### config.mk
export PLATFORM = sky130hd
export DESIGN_NAME = pfd_outputs
export DESIGN_NICKNAME = d
export VERILOG_FILES = /design/src/hw/pfd_pkg.sv /design/src/hw/pfd_if.sv /design/src/hw/pfd_outputs.sv /design/src/hw/pfd_tracker.sv
export VERILOG_INCLUDE_DIRS = /design/src /design/src/hw
export SDC_FILE = /design/constraint.sdc
export NUM_CORES = 1
export LEC_CHECK = 0
export BUFFER_PORTS_ARGS = -buffer_cell sky130_fd_sc_hd__buf_2
export CORE_MARGIN = 3
export CORE_UTILIZATION = 50
export CTS_CLUSTER_SIZE = 10
export DETAILED_ROUTE_END_ITERATION = 10
export MAX_ROUTING_LAYER = met4
export PLACE_DENSITY = 0.74
export SETUP_SLACK_MARGIN = 0.3
export SYNTH_ARGS = -nofsm -noshare
export SYNTH_HDL_FRONTEND = slang
export SYNTH_SLANG_ARGS = --single-unit
### constraint.sdc
create_clock -name ref_clk_i -period 3.3 [get_ports ref_clk_i]
set_clock_uncertainty 0.1 [all_clocks]
set_input_delay 0.825 -clock ref_clk_i [delete_from_list [all_inputs] [get_ports ref_clk_i]]
set_output_delay 0.825 -clock ref_clk_i [all_outputs]
set_load 0.02 [all_outputs]
### src/hw/pfd_map.svh
// constants for the phase comparator output block
`ifndef PFD_MAP_SVH
`define PFD_MAP_SVH
`define PFD_CNT_W 2
`define PFD_CNT_MAX 2'h3
`define PFD_CNT_ZERO 2'h0
`define PFD_CNT_ONE 2'h1
`define PFD_SPIKE_CYC 1
`endif

### src/hw/pfd_pkg.sv
// types for the phase comparator output block
`default_nettype none
package pfd_pkg;
    typedef enum logic [1:0] {
        PD_EQUAL = 2'b00,
        PD_REF_FAST = 2'b01,
        PD_CMP_FAST = 2'b10
    } pd_state_t;
endpackage
`default_nettype wire

### src/hw/pfd_if.sv
// comparator state carried from the edge tracker to the output stage
`timescale 1ns/10ps
`default_nettype none
interface pfd_if;
    pfd_pkg::pd_state_t state;
    logic spike;
    modport tracker (output state, output spike);
    modport user (input state, input spike);
endinterface
`default_nettype wire

### src/hw/pfd_outputs.sv
// phase comparator outputs: pump drive, monitor pin and fast-lock switch
// What this block and its surroundings do
// RQ1 - ref faster: pump sense per polarity
// RQ2 - comparison faster: pump sense per polarity
// RQ3 - equal: pump float, up low, down float
// RQ4 - polarity picks monitor source, inverts pump
// RQ5 - controller sets polarity from VCO slope
// RQ6 - phase detection spans minus to plus 2pi
// RQ7 - short pump pulse at coincidence, no deadband
// RQ8 - strobe high: fast-lock switch shows pump
// RQ9 - strobe low: fast-lock pin floats
// RQ10 - strobe open reads high via pull-up
// RQ11 - track every edge, outputs combinational except the registered monitor
`timescale 1ns/10ps
`default_nettype none
`include "pfd_map.svh"
module pfd_outputs (
    input wire logic ref_clk_i,
    input wire logic rst_i,
    input wire logic ce_i,
    input wire logic divided_reference_i,
    input wire logic divided_comparison_i,
    input wire logic polarity_select_i,
    input wire logic load_latch_strobe_i,
    output logic pump_o,
    output logic pump_oe_o,
    output logic pump_up_o,
    output logic pump_dn_o,
    output logic pump_dn_oe_o,
    output logic divider_monitor_out_o,
    output logic fast_lock_switch_out_o,
    output logic fast_lock_switch_out_oe_o
);
    pfd_if pd();
    logic mon_reg, mon_next;

    pfd_tracker u_tracker (
        .ref_clk_i(ref_clk_i),
        .rst_i(rst_i),
        .ce_i(ce_i),
        .divided_reference_i(divided_reference_i),
        .divided_comparison_i(divided_comparison_i),
        .pd(pd)
    );

    // pump table; polarity (pull-up, RQ5 left to controller) flips sense
    always_comb
    begin
        pump_o = 1'b0;
        pump_oe_o = 1'b0;
        pump_up_o = 1'b0;
        pump_dn_o = 1'b0;
        pump_dn_oe_o = 1'b0;
        case (pd.state)
            pfd_pkg::PD_REF_FAST:
            begin
                pump_oe_o = 1'b1; // RQ1
                pump_o = polarity_select_i; // RQ1 RQ4
                pump_up_o = ~polarity_select_i; // RQ1
                pump_dn_oe_o = polarity_select_i; // RQ1 low drive only when high
            end
            pfd_pkg::PD_CMP_FAST:
            begin
                pump_oe_o = 1'b1; // RQ2
                pump_o = ~polarity_select_i; // RQ2 RQ4
                pump_up_o = polarity_select_i; // RQ2
                pump_dn_oe_o = ~polarity_select_i; // RQ2
            end
            pfd_pkg::PD_EQUAL:
            begin
                // floating at lock; spike drives both pump lines briefly
                pump_oe_o = pd.spike; // RQ3 RQ7
                pump_dn_oe_o = pd.spike; // RQ3 RQ7
            end
            default:
            begin
                pump_oe_o = 1'b0;
            end
        endcase
    end

    // monitor is registered, one cycle behind the chosen divider
    always_comb
    begin
        mon_next = polarity_select_i ? divided_reference_i : divided_comparison_i; // RQ4
    end

    always_ff @(posedge ref_clk_i or posedge rst_i)
    begin
        if (rst_i)
            mon_reg <= 1'b0;
        else if (ce_i)
            mon_reg <= mon_next;
    end

    assign divider_monitor_out_o = mon_reg;
    // analog switch: strobe pin's pull-up is external to this logic
    assign fast_lock_switch_out_oe_o = load_latch_strobe_i; // RQ8 RQ9 RQ10
    assign fast_lock_switch_out_o = load_latch_strobe_i & pump_o; // RQ8

    // fast-lock switch: closed only while the strobe stands high
    switch_on_a: assert property (@(posedge ref_clk_i) disable iff (rst_i) // RQ8
        load_latch_strobe_i |-> fast_lock_switch_out_oe_o && fast_lock_switch_out_o == pump_o)
        else $error("fast-lock switch not passing pump");

    switch_off_a: assert property (@(posedge ref_clk_i) disable iff (rst_i) // RQ9
        !load_latch_strobe_i |-> !fast_lock_switch_out_oe_o)
        else $error("fast-lock pin driven while strobe low");

    // an open switch leaves no stale level behind for the pad
    switch_idle_a: assert property (@(posedge ref_clk_i) disable iff (rst_i) // RQ9
        !load_latch_strobe_i |-> !fast_lock_switch_out_o)
        else $error("fast-lock level left while switch open");

    // the pad pull-up turns an open strobe into a high, so the enable follows the pin as is
    switch_follow_a: assert property (@(posedge ref_clk_i) disable iff (rst_i) // RQ10
        fast_lock_switch_out_oe_o == load_latch_strobe_i)
        else $error("fast-lock enable not following strobe");

    // pump drive against the comparator state
    ref_fast_a: assert property (@(posedge ref_clk_i) disable iff (rst_i) // RQ1
        pd.state == pfd_pkg::PD_REF_FAST |-> pump_oe_o && pump_o == polarity_select_i
        && pump_up_o == !polarity_select_i)
        else $error("pump wrong with reference fast");

    cmp_fast_a: assert property (@(posedge ref_clk_i) disable iff (rst_i) // RQ2
        pd.state == pfd_pkg::PD_CMP_FAST |-> pump_oe_o && pump_o == !polarity_select_i
        && pump_dn_oe_o == !polarity_select_i)
        else $error("pump wrong with comparison fast");

    // one table row each, written as fixed levels so a sense slip cannot cancel out
    ref_fast_hi_a: assert property (@(posedge ref_clk_i) disable iff (rst_i) // RQ1
        (pd.state == pfd_pkg::PD_REF_FAST && polarity_select_i)
        |-> pump_oe_o && pump_o && !pump_up_o && pump_dn_oe_o)
        else $error("reference fast with polarity high: wrong levels");

    ref_fast_lo_a: assert property (@(posedge ref_clk_i) disable iff (rst_i) // RQ1
        (pd.state == pfd_pkg::PD_REF_FAST && !polarity_select_i)
        |-> pump_oe_o && !pump_o && pump_up_o && !pump_dn_oe_o)
        else $error("reference fast with polarity low: wrong levels");

    cmp_fast_hi_a: assert property (@(posedge ref_clk_i) disable iff (rst_i) // RQ2
        (pd.state == pfd_pkg::PD_CMP_FAST && polarity_select_i)
        |-> pump_oe_o && !pump_o && pump_up_o && !pump_dn_oe_o)
        else $error("comparison fast with polarity high: wrong levels");

    cmp_fast_lo_a: assert property (@(posedge ref_clk_i) disable iff (rst_i) // RQ2
        (pd.state == pfd_pkg::PD_CMP_FAST && !polarity_select_i)
        |-> pump_oe_o && pump_o && !pump_up_o && pump_dn_oe_o)
        else $error("comparison fast with polarity low: wrong levels");

    // at lock, outside the coincidence spike, everything floats except the up line, which rests low
    equal_float_a: assert property (@(posedge ref_clk_i) disable iff (rst_i) // RQ3
        (pd.state == pfd_pkg::PD_EQUAL && !pd.spike) |-> !pump_oe_o && !pump_up_o && !pump_dn_oe_o)
        else $error("pump not floating at lock");

    up_low_equal_a: assert property (@(posedge ref_clk_i) disable iff (rst_i) // RQ3
        pd.state == pfd_pkg::PD_EQUAL |-> !pump_up_o)
        else $error("up line high at lock");

    // an undriven pump keeps its level low so the fast-lock copy stays quiet too
    pump_rest_a: assert property (@(posedge ref_clk_i) disable iff (rst_i) // RQ3
        !pump_oe_o |-> !pump_o)
        else $error("pump level set while released");

    // the open-drain down line can only pull low
    dn_data_low_a: assert property (@(posedge ref_clk_i) disable iff (rst_i) // RQ1
        !pump_dn_o)
        else $error("down line data not low");

    // coincidence pulse: pump and down line pull low together, up stays low
    spike_shape_a: assert property (@(posedge ref_clk_i) disable iff (rst_i) // RQ7
        (pd.state == pfd_pkg::PD_EQUAL && pd.spike)
        |-> pump_oe_o && !pump_o && !pump_up_o && pump_dn_oe_o)
        else $error("coincidence pulse has wrong levels");

    // flipping polarity mid-lead must flip the pump level at once
    pol_flip_a: assert property (@(posedge ref_clk_i) disable iff (rst_i) // RQ4
        (pd.state != pfd_pkg::PD_EQUAL && $stable(pd.state) && $changed(polarity_select_i))
        |-> $changed(pump_o))
        else $error("pump sense did not follow polarity");

    // the edge after reset release reloads the register, so skip it
    monitor_sel_a: assert property (@(posedge ref_clk_i) disable iff (rst_i) // RQ4
        (ce_i && $past(ce_i) && !$past(rst_i)) |-> divider_monitor_out_o ==
        ($past(polarity_select_i) ? $past(divided_reference_i) : $past(divided_comparison_i)))
        else $error("monitor source wrong");

    // clock enable low freezes the monitor and the comparator state
    monitor_hold_a: assert property (@(posedge ref_clk_i) disable iff (rst_i) // RQ11
        !ce_i |=> $stable(divider_monitor_out_o))
        else $error("monitor moved while enable low");

    state_hold_a: assert property (@(posedge ref_clk_i) disable iff (rst_i) // RQ11
        !ce_i |=> $stable(pd.state) && $stable(pd.spike))
        else $error("comparator state moved while enable low");

    // scenarios worth seeing at least once
    switch_cov: cover property (@(posedge ref_clk_i) disable iff (rst_i)
        load_latch_strobe_i && pump_oe_o);
    spike_cov: cover property (@(posedge ref_clk_i) disable iff (rst_i) pd.spike);
    inv_cov: cover property (@(posedge ref_clk_i) disable iff (rst_i)
        !polarity_select_i && pd.state == pfd_pkg::PD_CMP_FAST);
endmodule
`default_nettype wire

### src/hw/pfd_tracker.sv
// edge tracker: signed phase count between the two divided signals
`timescale 1ns/10ps
`default_nettype none
`include "pfd_map.svh"
module pfd_tracker (
    input wire logic ref_clk_i,
    input wire logic rst_i,
    input wire logic ce_i,
    input wire logic divided_reference_i,
    input wire logic divided_comparison_i,
    pfd_if.tracker pd
);
    logic ref_d_reg, ref_d_next, cmp_d_reg, cmp_d_next;
    logic [`PFD_CNT_W-1:0] up_reg, up_next, dn_reg, dn_next;
    logic spike_reg, spike_next;
    logic ref_rise, cmp_rise;

    assign ref_rise = divided_reference_i & ~ref_d_reg;
    assign cmp_rise = divided_comparison_i & ~cmp_d_reg;

    // saturating counters span -2pi..+2pi, two edges of margin each way
    always_comb
    begin
        ref_d_next = divided_reference_i;
        cmp_d_next = divided_comparison_i;
        up_next = up_reg;
        dn_next = dn_reg;
        spike_next = 1'b0;
        if (ref_rise && !cmp_rise) // RQ11
        begin
            if (dn_reg != `PFD_CNT_ZERO)
            begin
                dn_next = dn_reg - 1'b1;
                spike_next = (dn_reg == `PFD_CNT_ONE); // RQ7
            end
            else if (up_reg != `PFD_CNT_MAX)
                up_next = up_reg + 1'b1; // RQ6
        end
        else if (cmp_rise && !ref_rise) // RQ11
        begin
            if (up_reg != `PFD_CNT_ZERO)
            begin
                up_next = up_reg - 1'b1;
                spike_next = (up_reg == `PFD_CNT_ONE); // RQ7
            end
            else if (dn_reg != `PFD_CNT_MAX)
                dn_next = dn_reg + 1'b1; // RQ6
        end
        else if (ref_rise && cmp_rise)
            spike_next = 1'b1; // RQ7 coincident edges still pulse
    end

    // registers; clock enable freezes all state
    always_ff @(posedge ref_clk_i or posedge rst_i)
    begin
        if (rst_i)
        begin
            ref_d_reg <= 1'b0;
            cmp_d_reg <= 1'b0;
            up_reg <= `PFD_CNT_ZERO;
            dn_reg <= `PFD_CNT_ZERO;
            spike_reg <= 1'b0;
        end
        else if (ce_i)
        begin
            ref_d_reg <= ref_d_next;
            cmp_d_reg <= cmp_d_next;
            up_reg <= up_next;
            dn_reg <= dn_next;
            spike_reg <= spike_next;
        end
    end

    assign pd.state = (up_reg != `PFD_CNT_ZERO) ? pfd_pkg::PD_REF_FAST :
                      (dn_reg != `PFD_CNT_ZERO) ? pfd_pkg::PD_CMP_FAST : pfd_pkg::PD_EQUAL;
    assign pd.spike = spike_reg;

    up_dn_excl_a: assert property (@(posedge ref_clk_i) disable iff (rst_i) // RQ6
        !((up_reg != `PFD_CNT_ZERO) && (dn_reg != `PFD_CNT_ZERO)))
        else $error("both phase counters nonzero");
    ref_lead_a: assert property (@(posedge ref_clk_i) disable iff (rst_i) // RQ11
        (ce_i && ref_rise && !cmp_rise && dn_reg == `PFD_CNT_ZERO && up_reg == `PFD_CNT_ZERO)
        |=> pd.state == pfd_pkg::PD_REF_FAST)
        else $error("reference lead not tracked");
    cmp_lead_a: assert property (@(posedge ref_clk_i) disable iff (rst_i) // RQ11
        (ce_i && cmp_rise && !ref_rise && dn_reg == `PFD_CNT_ZERO && up_reg == `PFD_CNT_ZERO)
        |=> pd.state == pfd_pkg::PD_CMP_FAST)
        else $error("comparison lead not tracked");
    spike_one_a: assert property (@(posedge ref_clk_i) disable iff (rst_i) // RQ7
        (ce_i && spike_reg) |=> !spike_reg)
        else $error("spike longer than one cycle");
    lead_cov: cover property (@(posedge ref_clk_i) disable iff (rst_i) up_reg == `PFD_CNT_MAX);
    lag_cov: cover property (@(posedge ref_clk_i) disable iff (rst_i) dn_reg == `PFD_CNT_MAX);
endmodule
`default_nettype wire

# --- Yosys cells after proc, flatten, opt, wreduce, memory -nomap -nowiden ---
# Index checks and enable logic that the tools add are counted.
totals:
  latch_bits: 0
  wordCells: 62
  mem_bits_rw: 0
  mem_bits_ro: 0
  reg_bits: 8
  out_inout_bits: 8
  in_bits: 7
  memories: 0
op_classes:
  magnitude_cmp: 0
  n_bitwise: 6
  div_mod_pow: 0
  add_sub_neg: 4
  multipliers: 0
  n_eq_ne: 10
  n_shift: 0
  muxes: 22
  n_reduce_logical: 14
op_table:
  columns: ["cell", "count"]
  rows:
  - ["2-to-1 mux 2 bit", 12]
  - ["!= test 2 bit (second input constant)", 5]
  - ["AND reduction 5 bit", 2]
  - ["nonzero test 2 bit", 5]
  - ["== test 2 x 1 -> 1 bit (second input constant)", 3]
  - ["2-to-1 mux 1 bit", 6]
  - ["one-hot mux 1 bit (2 select lines)", 3]
  - ["adder 2 x 1 -> 2 bit (second input constant)", 2]
  - ["subtractor 2 x 1 -> 2 bit (second input constant)", 2]
  - ["bitwise AND 1 bit", 3]
  - ["logical AND 1 bit", 3]
  - ["inverter 1 bit", 3]
  - ["one-hot mux 1 bit (3 select lines)", 1]
  - ["== test 2 bit (second input constant)", 1]
  - ["logical NOT 1 bit", 2]
  - ["logical NOT 2 bit", 1]
  - ["!= test 2 x 1 -> 1 bit (second input constant)", 1]
  - ["OR reduction 2 bit", 1]

# --- Longest topological paths before layout ---
# Gate-level depths: netlist of the first run.
depth:
  ltp_word: 6
  depth_mapped: 7
  ltp_nobuf: 6

# --- Hierarchy ---
# A second synthesis of the first run with hierarchy kept.
unflattened:
  hier_cells: 82
  area_unflattened_um2: 744.5
by_module_without_submodules:
  columns: ["module", "cells_per_inst", "instances", "area_per_inst_um2", "seq_area_each_um2"]
  rows:
  - ["pfd_tracker", 60, 1, 571.8, 175.2]
  - ["pfd_outputs", 22, 1, 172.7, 25.0]

# --- Least setup slack after synthesis of the first run ---
# OpenSTA, ideal clock, no wires.
synth_timing:
  kind: "input-to-output"
  startpoint: "input polarity_select_i"
  endpoint: "output fast_lock_switch_out_o"
  path_buffers: 0
  t_arrival_ns: 1.417
  path_slack_ns: 0.958
  cell_stages: 3
  required_time_ns: 2.375
  path_cell_list: "nor2_1 mux2_2 and2_1"
synth_between:
  elab_chain_cells: 3
synth_lines:
  columns: ["item", "line_no", "rtl"]
  rows:
  - ["start, declared", "pfd_outputs.sv:23", "input wire logic polarity_select_i,"]
  - ["inverter 1 bit", "pfd_outputs.sv:65", "pump_o = ~polarity_select_i;"]
  - ["one-hot mux 1 bit (2 select lines) *", "pfd_outputs.sv:54", "case (pd.state)"]
  - ["net pump_o", "pfd_outputs.sv:25", "output logic pump_o,"]
  - ["bitwise AND 1 bit *", "pfd_outputs.sv:99", "assign fast_lock_switch_out_o = load_latch_strobe_i & pump_o;"]
  - ["end, declared", "pfd_outputs.sv:31", "output logic fast_lock_switch_out_o,"]
# Mark *: on every way through the listed nets, which the timed path passes. The rest lies on a longest branch.

# --- Worst setup path in the final report of the first run ---
layout_timing:
  startpoint: "register u_tracker.up_reg[0]"
  endpoint: "output fast_lock_switch_out_o"
layout_between:
  elab_chain_cells: 5
  word_cells_on_any_way: 6
  classes_between: "eq/ne (2); mux (2); bitwise (1); reduce/logical (1)"
layout_lines:
  columns: ["item", "line_no", "rtl"]
  rows:
  - ["start, declared", "pfd_tracker.sv:14", "logic [`PFD_CNT_W-1:0] up_reg, up_next, dn_reg, dn_next;"]
  - ["start signal, assigned", "pfd_tracker.sv:60", "up_reg <= `PFD_CNT_ZERO;"]
  - ["start signal, assigned", "pfd_tracker.sv:68", "up_reg <= up_next;"]
  - ["nonzero test 2 bit (no source line) *", null, null]
  - ["2-to-1 mux 2 bit *", "pfd_tracker.sv:74", "assign pd.state = (up_reg != `PFD_CNT_ZERO) ? pfd_pkg::PD_REF_FAST :"]
  - ["== test 2 bit / == test 2 x 1 -> 1 bit (equally long branches)", "pfd_outputs.sv:54", null]
  - ["one-hot mux 1 bit (2 select lines) *", "pfd_outputs.sv:54", null]
  - ["bitwise AND 1 bit *", "pfd_outputs.sv:99", null]
# Every way passes the cells marked *; elsewhere a longest branch is shown, timed or not.

==> results.md, run 1 <==
- Run status: complete, no violations
- GRT Resource Usage Total: 14.5%
- CTS tree: built
- Mapped cell area: 728 um2
- Clk slew on worst S/H paths: 50 ps
- Element type at the critical path end: primary output
- Initial Util: 54.6%
- Ratio of cells with drive above 1 in the final layout: 31.4%
- First-pass GRT wire length: 2.07 mm
- Clock Tree Buf Depth: 2
- Die W: 44.2 um
- DRC: 0
- Synth top area share: 27.5%
- Hold_buf cts: 0
- 1st-iter DRT viols: 2
- Critical path class: reg -> out
- Setup WS post-layout: 576 ps
- Die footprint: 1950 um2
- Cells after Synth: 75
- Nets: 106
- Max Cap Viol: 0
- WHS: 398 ps
- Worst VDD drop: 0.000285 V
- Hold Violations, Final: 0
- Placed cells: 98
- CTS buffer count: 3
- CP cell instances: inv_1 > ha_1 > mux2_2 > and2_1 > buf_2
- Flops & latches, synth: 8
- CP max stage delay: 410 ps
- Leading area contributor after synthesis: dfrtp_1
- Fin crit share: 82.5%
- Crit-path max FO: 10
- Vias in the first global route: 517
- Ys Warns: 0
- Via count: 541
- Die Ht: 44.2 um
- GPL Wtd Cong: 0.771
- Sequential share of the synthesized area: 27.5%
- Largest net degree at the start of global routing: 12
- Crit path DAT: 1800 ps
- H-tree levels: 1
- Net Count, Synth: 93
- Endpoints failing setup: 0
- Hold Startpoint: u_tracker.ref_d_reg$_DFFE_PP0P_
- Worst EP required: 2370 ps
- CP max-delay cell: dfrtp_1
- Syn-to-layout area delta: 9.62%
- Core area: 1330 um2
- Cell variety after synth: 31
- Crit Reg-Reg Endpoint: u_tracker.dn_reg[0]$_DFFE_PP0P_
- FP Rows: 13
- Min Clock Period, post-route: 2720 ps
- Antenna violations before repair: 0
- Static Leakage: 0.410 nW
- Final HPWL DP: 969 um
- Worst hold path cell count: 1
- Startpoint class of the critical path: register
- Commonest non-fill, non-tap cells in the layout: 13 x buf_2, 11 x ha_1, 8 x inv_1, 8 x dfrtp_1
- Reg2Reg Setup Slack: 1400 ps
- Antenna viol nets, final: 0
- Final non-filler cell total: 101
- DR pass1 iterations: 4
- Slew Viols, Final: 0
- Final Util: 59.8%
- Setup TNS Final: 0 ps
- Vias per cell: 5.36
- Synthesized area per cell: 9.71 um2
- Sink Count: 8
- I/O pin count: 15
- R2R cell count: 6
- Diodes inserted: 0
- Worst hold path class: reg -> reg
- FF-to-FF Start: u_tracker.cmp_d_reg$_DFFE_PP0P_
- Hold EP: u_tracker.ref_d_reg$_DFFE_PP0P_
- PostCTS Resize Cnt: 0
- Clock latency on the worst-skew pair: 250 ps
- Worst slack at placement: 784 ps
- Commonest non-fill, non-tap cell in the layout: buf_2
- Top cells by area, synth: dfrtp_1 27%, ha_1 19%, mux2_2 6.2%
- Cell area power density: 668 nW/um2
- Peak Freq: 0.367 GHz
- Total wire length: 1.20 mm
- GR Overflow Total: 0
- RSZ-0062 raised after global routing: false
- Clock Tree Root: clkbuf_4
- IO buf count: 13
- Number of setup buffers added after CTS: 0
- DR WL/cell: 11.9 um
metal layers:
metal	GRT usage [%]	vias up	share of wire, %
li1	-	277	-
met1	16.5	253	46
met2	24.4	11	50
met3	6.50	0	4.1
met4	0.602	0	0
met5	-	-	0
critical path: cells and delay by family (launching register included):
| kind | cells | cell delay, ps |
|---|---|---|
| simple gates | 1 | 150 |
| fa+ha+maj | 1 | 350 |
| flops | 1 | 410 |
| buf+inv | 2 | 270 |
| mux | 1 | 380 |
cells by family after synthesis:
kind of cell,after synthesis,share of synthesized area (%)
AO/OA/AOI/OAI,11,9.80
XOR/XNOR,1,1.20
adder cells (fa/ha/maj),11,18.9
buffers and inverters,13,9.11
flip-flops,8,27.5
multiplexers,9,14.4
other,1,0.515
AND/OR/NAND/NOR,21,18.6
how the worst max path moves through the flow:
stage / from / end / slack (ps) / cells after the start
detailed placement: polarity_select_i / fast_lock_switch_out_o / 780 / 5
CTS: u_tracker.up_reg[0]$_DFFE_PP0P_ / fast_lock_switch_out_o / 560 / 5
global placement: polarity_select_i / fast_lock_switch_out_o / 800 / 5
global route: u_tracker.up_reg[0]$_DFFE_PP0P_ / fast_lock_switch_out_o / 490 / 5
floorplan: polarity_select_i / fast_lock_switch_out_o / 960 / 3
finish: u_tracker.up_reg[0]$_DFFE_PP0P_ / fast_lock_switch_out_o / 580 / 5
report_power, final:
part	internal (mW)	switching [mW]	leakage, nW
Clock	0.0415	0.0311	0.0138
Combinational	0.137	0.170	0.301
Sequential	0.129	0.0253	0.0953
Total	0.307	0.226	0.410
metrics by stage:
stage,instance area [um2],power (mW)
CTS,798,0.541
global placement,776,0.453
floorplan,728,0.406
detailed placement,776,0.461
finish,798,0.533
global route,798,0.581
area by class of cell:
| type | instances | area, um2 |
|---|---|---|
| fillers | 125 | 536 |
| well taps | 15 | 18.8 |
| inverters | 8 | 30.0 |
| clock buffers | 3 | 22.5 |
| flip-flops and latches | 8 | 200 |
| multi-input cells | 54 | 462 |
| repair buffers | 13 | 65.1 |
cell usage after synthesis:
| cell type | count |
|---|---|
| ha_1 | 11 |
| dfrtp_1 | 8 |
| inv_1 | 8 |
| a21oi_1 | 4 |
| mux2_2 | 4 |
| mux2i_1 | 3 |
| nand3b_1 | 3 |
| nor2_1 | 3 |
| buf_2 | 2 |
| buf_4 | 2 |
| mux2_4 | 2 |
| nand2_1 | 2 |
| nor2b_1 | 2 |
| nor3_1 | 2 |
| o21ai_0 | 2 |
| o21ai_2 | 2 |
| a31oi_1 | 1 |
| a41oi_1 | 1 |
| and2_1 | 1 |
| and2b_1 | 1 |
| and3_1 | 1 |
| and4_4 | 1 |
| buf_6 | 1 |
| conb_1 | 1 |
| nand2b_1 | 1 |
| nand3_1 | 1 |
| nor2b_2 | 1 |
| nor3b_2 | 1 |
| o2111ai_1 | 1 |
| or2b_1 | 1 |
| xnor2_1 | 1 |
Note: power is estimated with default switching activity, not from simulation.
==> inputs of run 2 (changes only) <==
--- a/config.mk
+++ b/config.mk
@@ -8,11 +8,11 @@
 export LEC_CHECK = 0
 export BUFFER_PORTS_ARGS = -buffer_cell sky130_fd_sc_hd__buf_2
 export CORE_MARGIN = 3
-export CORE_UTILIZATION = 50
+export CORE_UTILIZATION = 47
 export CTS_CLUSTER_SIZE = 10
 export DETAILED_ROUTE_END_ITERATION = 10
 export MAX_ROUTING_LAYER = met4
-export PLACE_DENSITY = 0.74
+export PLACE_DENSITY = 0.73
 export SETUP_SLACK_MARGIN = 0.3
 export SYNTH_ARGS = -nofsm -noshare
 export SYNTH_HDL_FRONTEND = slang
==> constraint.sdc (replaced) <==
create_clock -name ref_clk_i -period 2.4 [get_ports ref_clk_i]
set_clock_uncertainty 0.1 [all_clocks]
set_input_delay 0.6 -clock ref_clk_i [delete_from_list [all_inputs] [get_ports ref_clk_i]]
set_output_delay 0.6 -clock ref_clk_i [all_outputs]
set_load 0.02 [all_outputs]
==> run 2 against run 1 <==
  * Non-clock buffer count grew 10
  * Flip-flop and latch count unchanged
  * Sequential power rose by 34%
  * Critical path type unchanged
  * Critical path depth is 1 higher
  * Critical endpoint unchanged
  * Count of clock-buffer cells in the layout unchanged
==> results.md, run 2 (synthesized netlist as in run 1, its figures left out) <==
- Part of the power in registers: 21.4% (-7.6 points)
- Fin crit share: 89.2%
- P_int: 0.580 mW (+89%)
- GR Overflow Total: 0 (unchanged)
- Filler cell count: 117 (-6.4%)
- Peak Freq: 0.467 GHz
- DRC: 0 (unchanged)
- Die footprint: 2060 um2 (+5.5%)
- Nets: 116 (+9.4%)
- Static Leakage: 0.464 nW (+13%)
- Endpoints failing setup: 0 (unchanged)
- Setup WS post-layout: 258 ps (-318 ps)
- Final Util: 66.4% (+6.6 points)
- Worst slack at placement: 151 ps (-633 ps)
- I/O pin count: 15 (unchanged)
- R2R cell count: 6 (unchanged)
- Sink Count: 8 (unchanged)
- Diodes inserted: 0 (unchanged)
- NetSw: 0.384 mW (+70%)
- Total wire length: 1.49 mm (+24%)
- GRT Resource Usage Total: 17.5% (+3.0 points)
- Via count: 585 (+8.1%)
- Worst EP required: 1700 ps (-670 ps)
- Commonest non-fill, non-tap cells in the layout: 12 x buf_4, 10 x buf_2, 9 x ha_1
- 1st-iter DRT viols: 4 (+2)
- Hold_buf cts: 0 (unchanged)
- CP max stage delay: 390 ps (-20 ps)
- Antenna viol nets, final: 0 (unchanged)
- Syn-to-layout area delta: 26.1%
- Final HPWL DP: 989 um (+2.1%)
- CP cell instances: inv_2 > ha_4 > nor2_2 > mux2_4 > and2_4 > buf_6
- Critical path startpoint: u_tracker.dn_reg[0]$_DFFE_PP0P_
- Initial Util: 52.7% (-1.9 points)
- Crit path DAT: 1440 ps (-360 ps)
- CTS buffer count: 3 (unchanged)
- CTS tree: built
- Worst VDD drop: 0.000589 V (+110%)
- FP Rows: 13 (unchanged)
- Max Cap Viol: 0 (unchanged)
- Clock Tree Root: clkbuf_4
- Clk slew on worst S/H paths: 50 ps (about the same)
- DR WL/cell: 13.4 um (+13%)
- Setup TNS Final: 0 ps (unchanged)
- Hold Violations, Final: 0 (unchanged)
- Clock group share of total power: 10.6% (-3.0 points)
- Worst hold path class: in -> async
- Cell area power density: 1050 nW/um2 (+57%)
- Die Ht: 45.4 um (+2.7%)
- DR pass1 iterations: 4 (unchanged)
- GPL Wtd Cong: 0.785 (+1.7%)
- Min Clock Period, post-route: 2140 ps
- Clock Tree Buf Depth: 2 (unchanged)
- Clock latency on the worst-skew pair: 250 ps (about the same)
- Die W: 45.4 um (+2.7%)
- Ratio of cells with drive above 1 in the final layout: 46.9% (+15 points)
- CP max-delay cell: dfrtp_1
- H-tree levels: 1 (unchanged)
- IO buf count: 13 (unchanged)
- Commonest non-fill, non-tap cell in the layout: buf_4
- Run status: complete, no violations
- Startpoint class of the critical path: register
- Crit-path max FO: 2 (-8)
- Area after DPL: 783 um2 (+0.97%)
- Slew Viols, Final: 0 (unchanged)
- Critical path class: reg -> out
- RSZ-0062 raised after global routing: true
- Vias per cell: 5.27 (-1.6%)
- First-pass GRT wire length: 2.56 mm (+24%)
- Element type at the critical path end: primary output
- Switching share of total power: 39.8% (-2.5 points)
- Comb power frac: 68.0% (+11 points)
- FF-to-FF Start: u_tracker.cmp_d_reg$_DFFE_PP0P_
- Final instance area: 918 um2 (+15%)
- Antenna violations before repair: 0 (unchanged)
- Vias in the first global route: 565 (+9.3%)
- Core area: 1380 um2 (+3.7%)
- Largest net degree at the start of global routing: 12 (unchanged)
## run 2: worst max-delay path, delay by kind of cell, from the launching register on
kind | cells | cell delay [ps]
adders and majority gates | 1 | 150
buffers and inverters | 2 | 200
DFF | 1 | 390
muxes | 1 | 260
and+or+nand+nor | 2 | 190
## run 2: path summary, 6_finish.rpt
path / slack, ps / to
setup / recovery: 260 / fast_lock_switch_out_o
max in group asynchronous: 1760 / u_tracker.ref_d_reg$_DFFE_PP0P_
min in group ref_clk_i: 400 / u_tracker.ref_d_reg$_DFFE_PP0P_
hold / removal: 190 / u_tracker.pd.spike$_DFFE_PP0P_
setup reg to reg: 510 / u_tracker.dn_reg[0]$_DFFE_PP0P_
hold reg to reg: 400 / u_tracker.ref_d_reg$_DFFE_PP0P_
## run 2: what timing repair did
item | 4_1_cts | 5_1_grt
buffers inserted | 8 | 1
setup endpoints to repair | 4 | 3
gates cloned | 0 | 0
endpoints found under the hold margin | 0 | 0
gates resized for setup | 13 | 3
pin swaps | 2 | 2
## run 2: stage by stage
stage / power (mW) / cells / hold slack [ps]
floorplan: 0.559 / 75 / 316
global route: 1.03 / 111 / 209
CTS: 0.929 / 110 / 189
detailed placement: 0.652 / 99 / 392
finish: 0.964 / 111 / 190
global placement: 0.643 / 99 / 388
## run 2: per-layer routing
metal	share of wire (%)	track usage (%)
met5	0	-
met4	0	1.75
met3	4.2	5.98
met2	51	28.8
met1	44	21.4
## run 2: power groups by stage
stage / clock network, mW / logic [mW] / registers (mW)
final: 0.102 / 0.655 / 0.207
after global routing: 0.111 / 0.707 / 0.211
after CTS: 0.108 / 0.616 / 0.206
after detailed placement: 0 / 0.438 / 0.214
after global placement: 0 / 0.428 / 0.215
after floorplan: 0 / 0.351 / 0.208
## run 2: area by class of cell
| type | instances | area, um2 | area share [%] |
|---|---|---|---|
| inverter | 8 | 30.0 | 3.27 |
| multi-input combinational | 54 | 495 | 54.0 |
| sequential | 8 | 200 | 21.8 |
| tap | 15 | 18.8 | 2.04 |
| timing repair buffer | 23 | 151 | 16.5 |
| clock buffer | 3 | 22.5 | 2.45 |
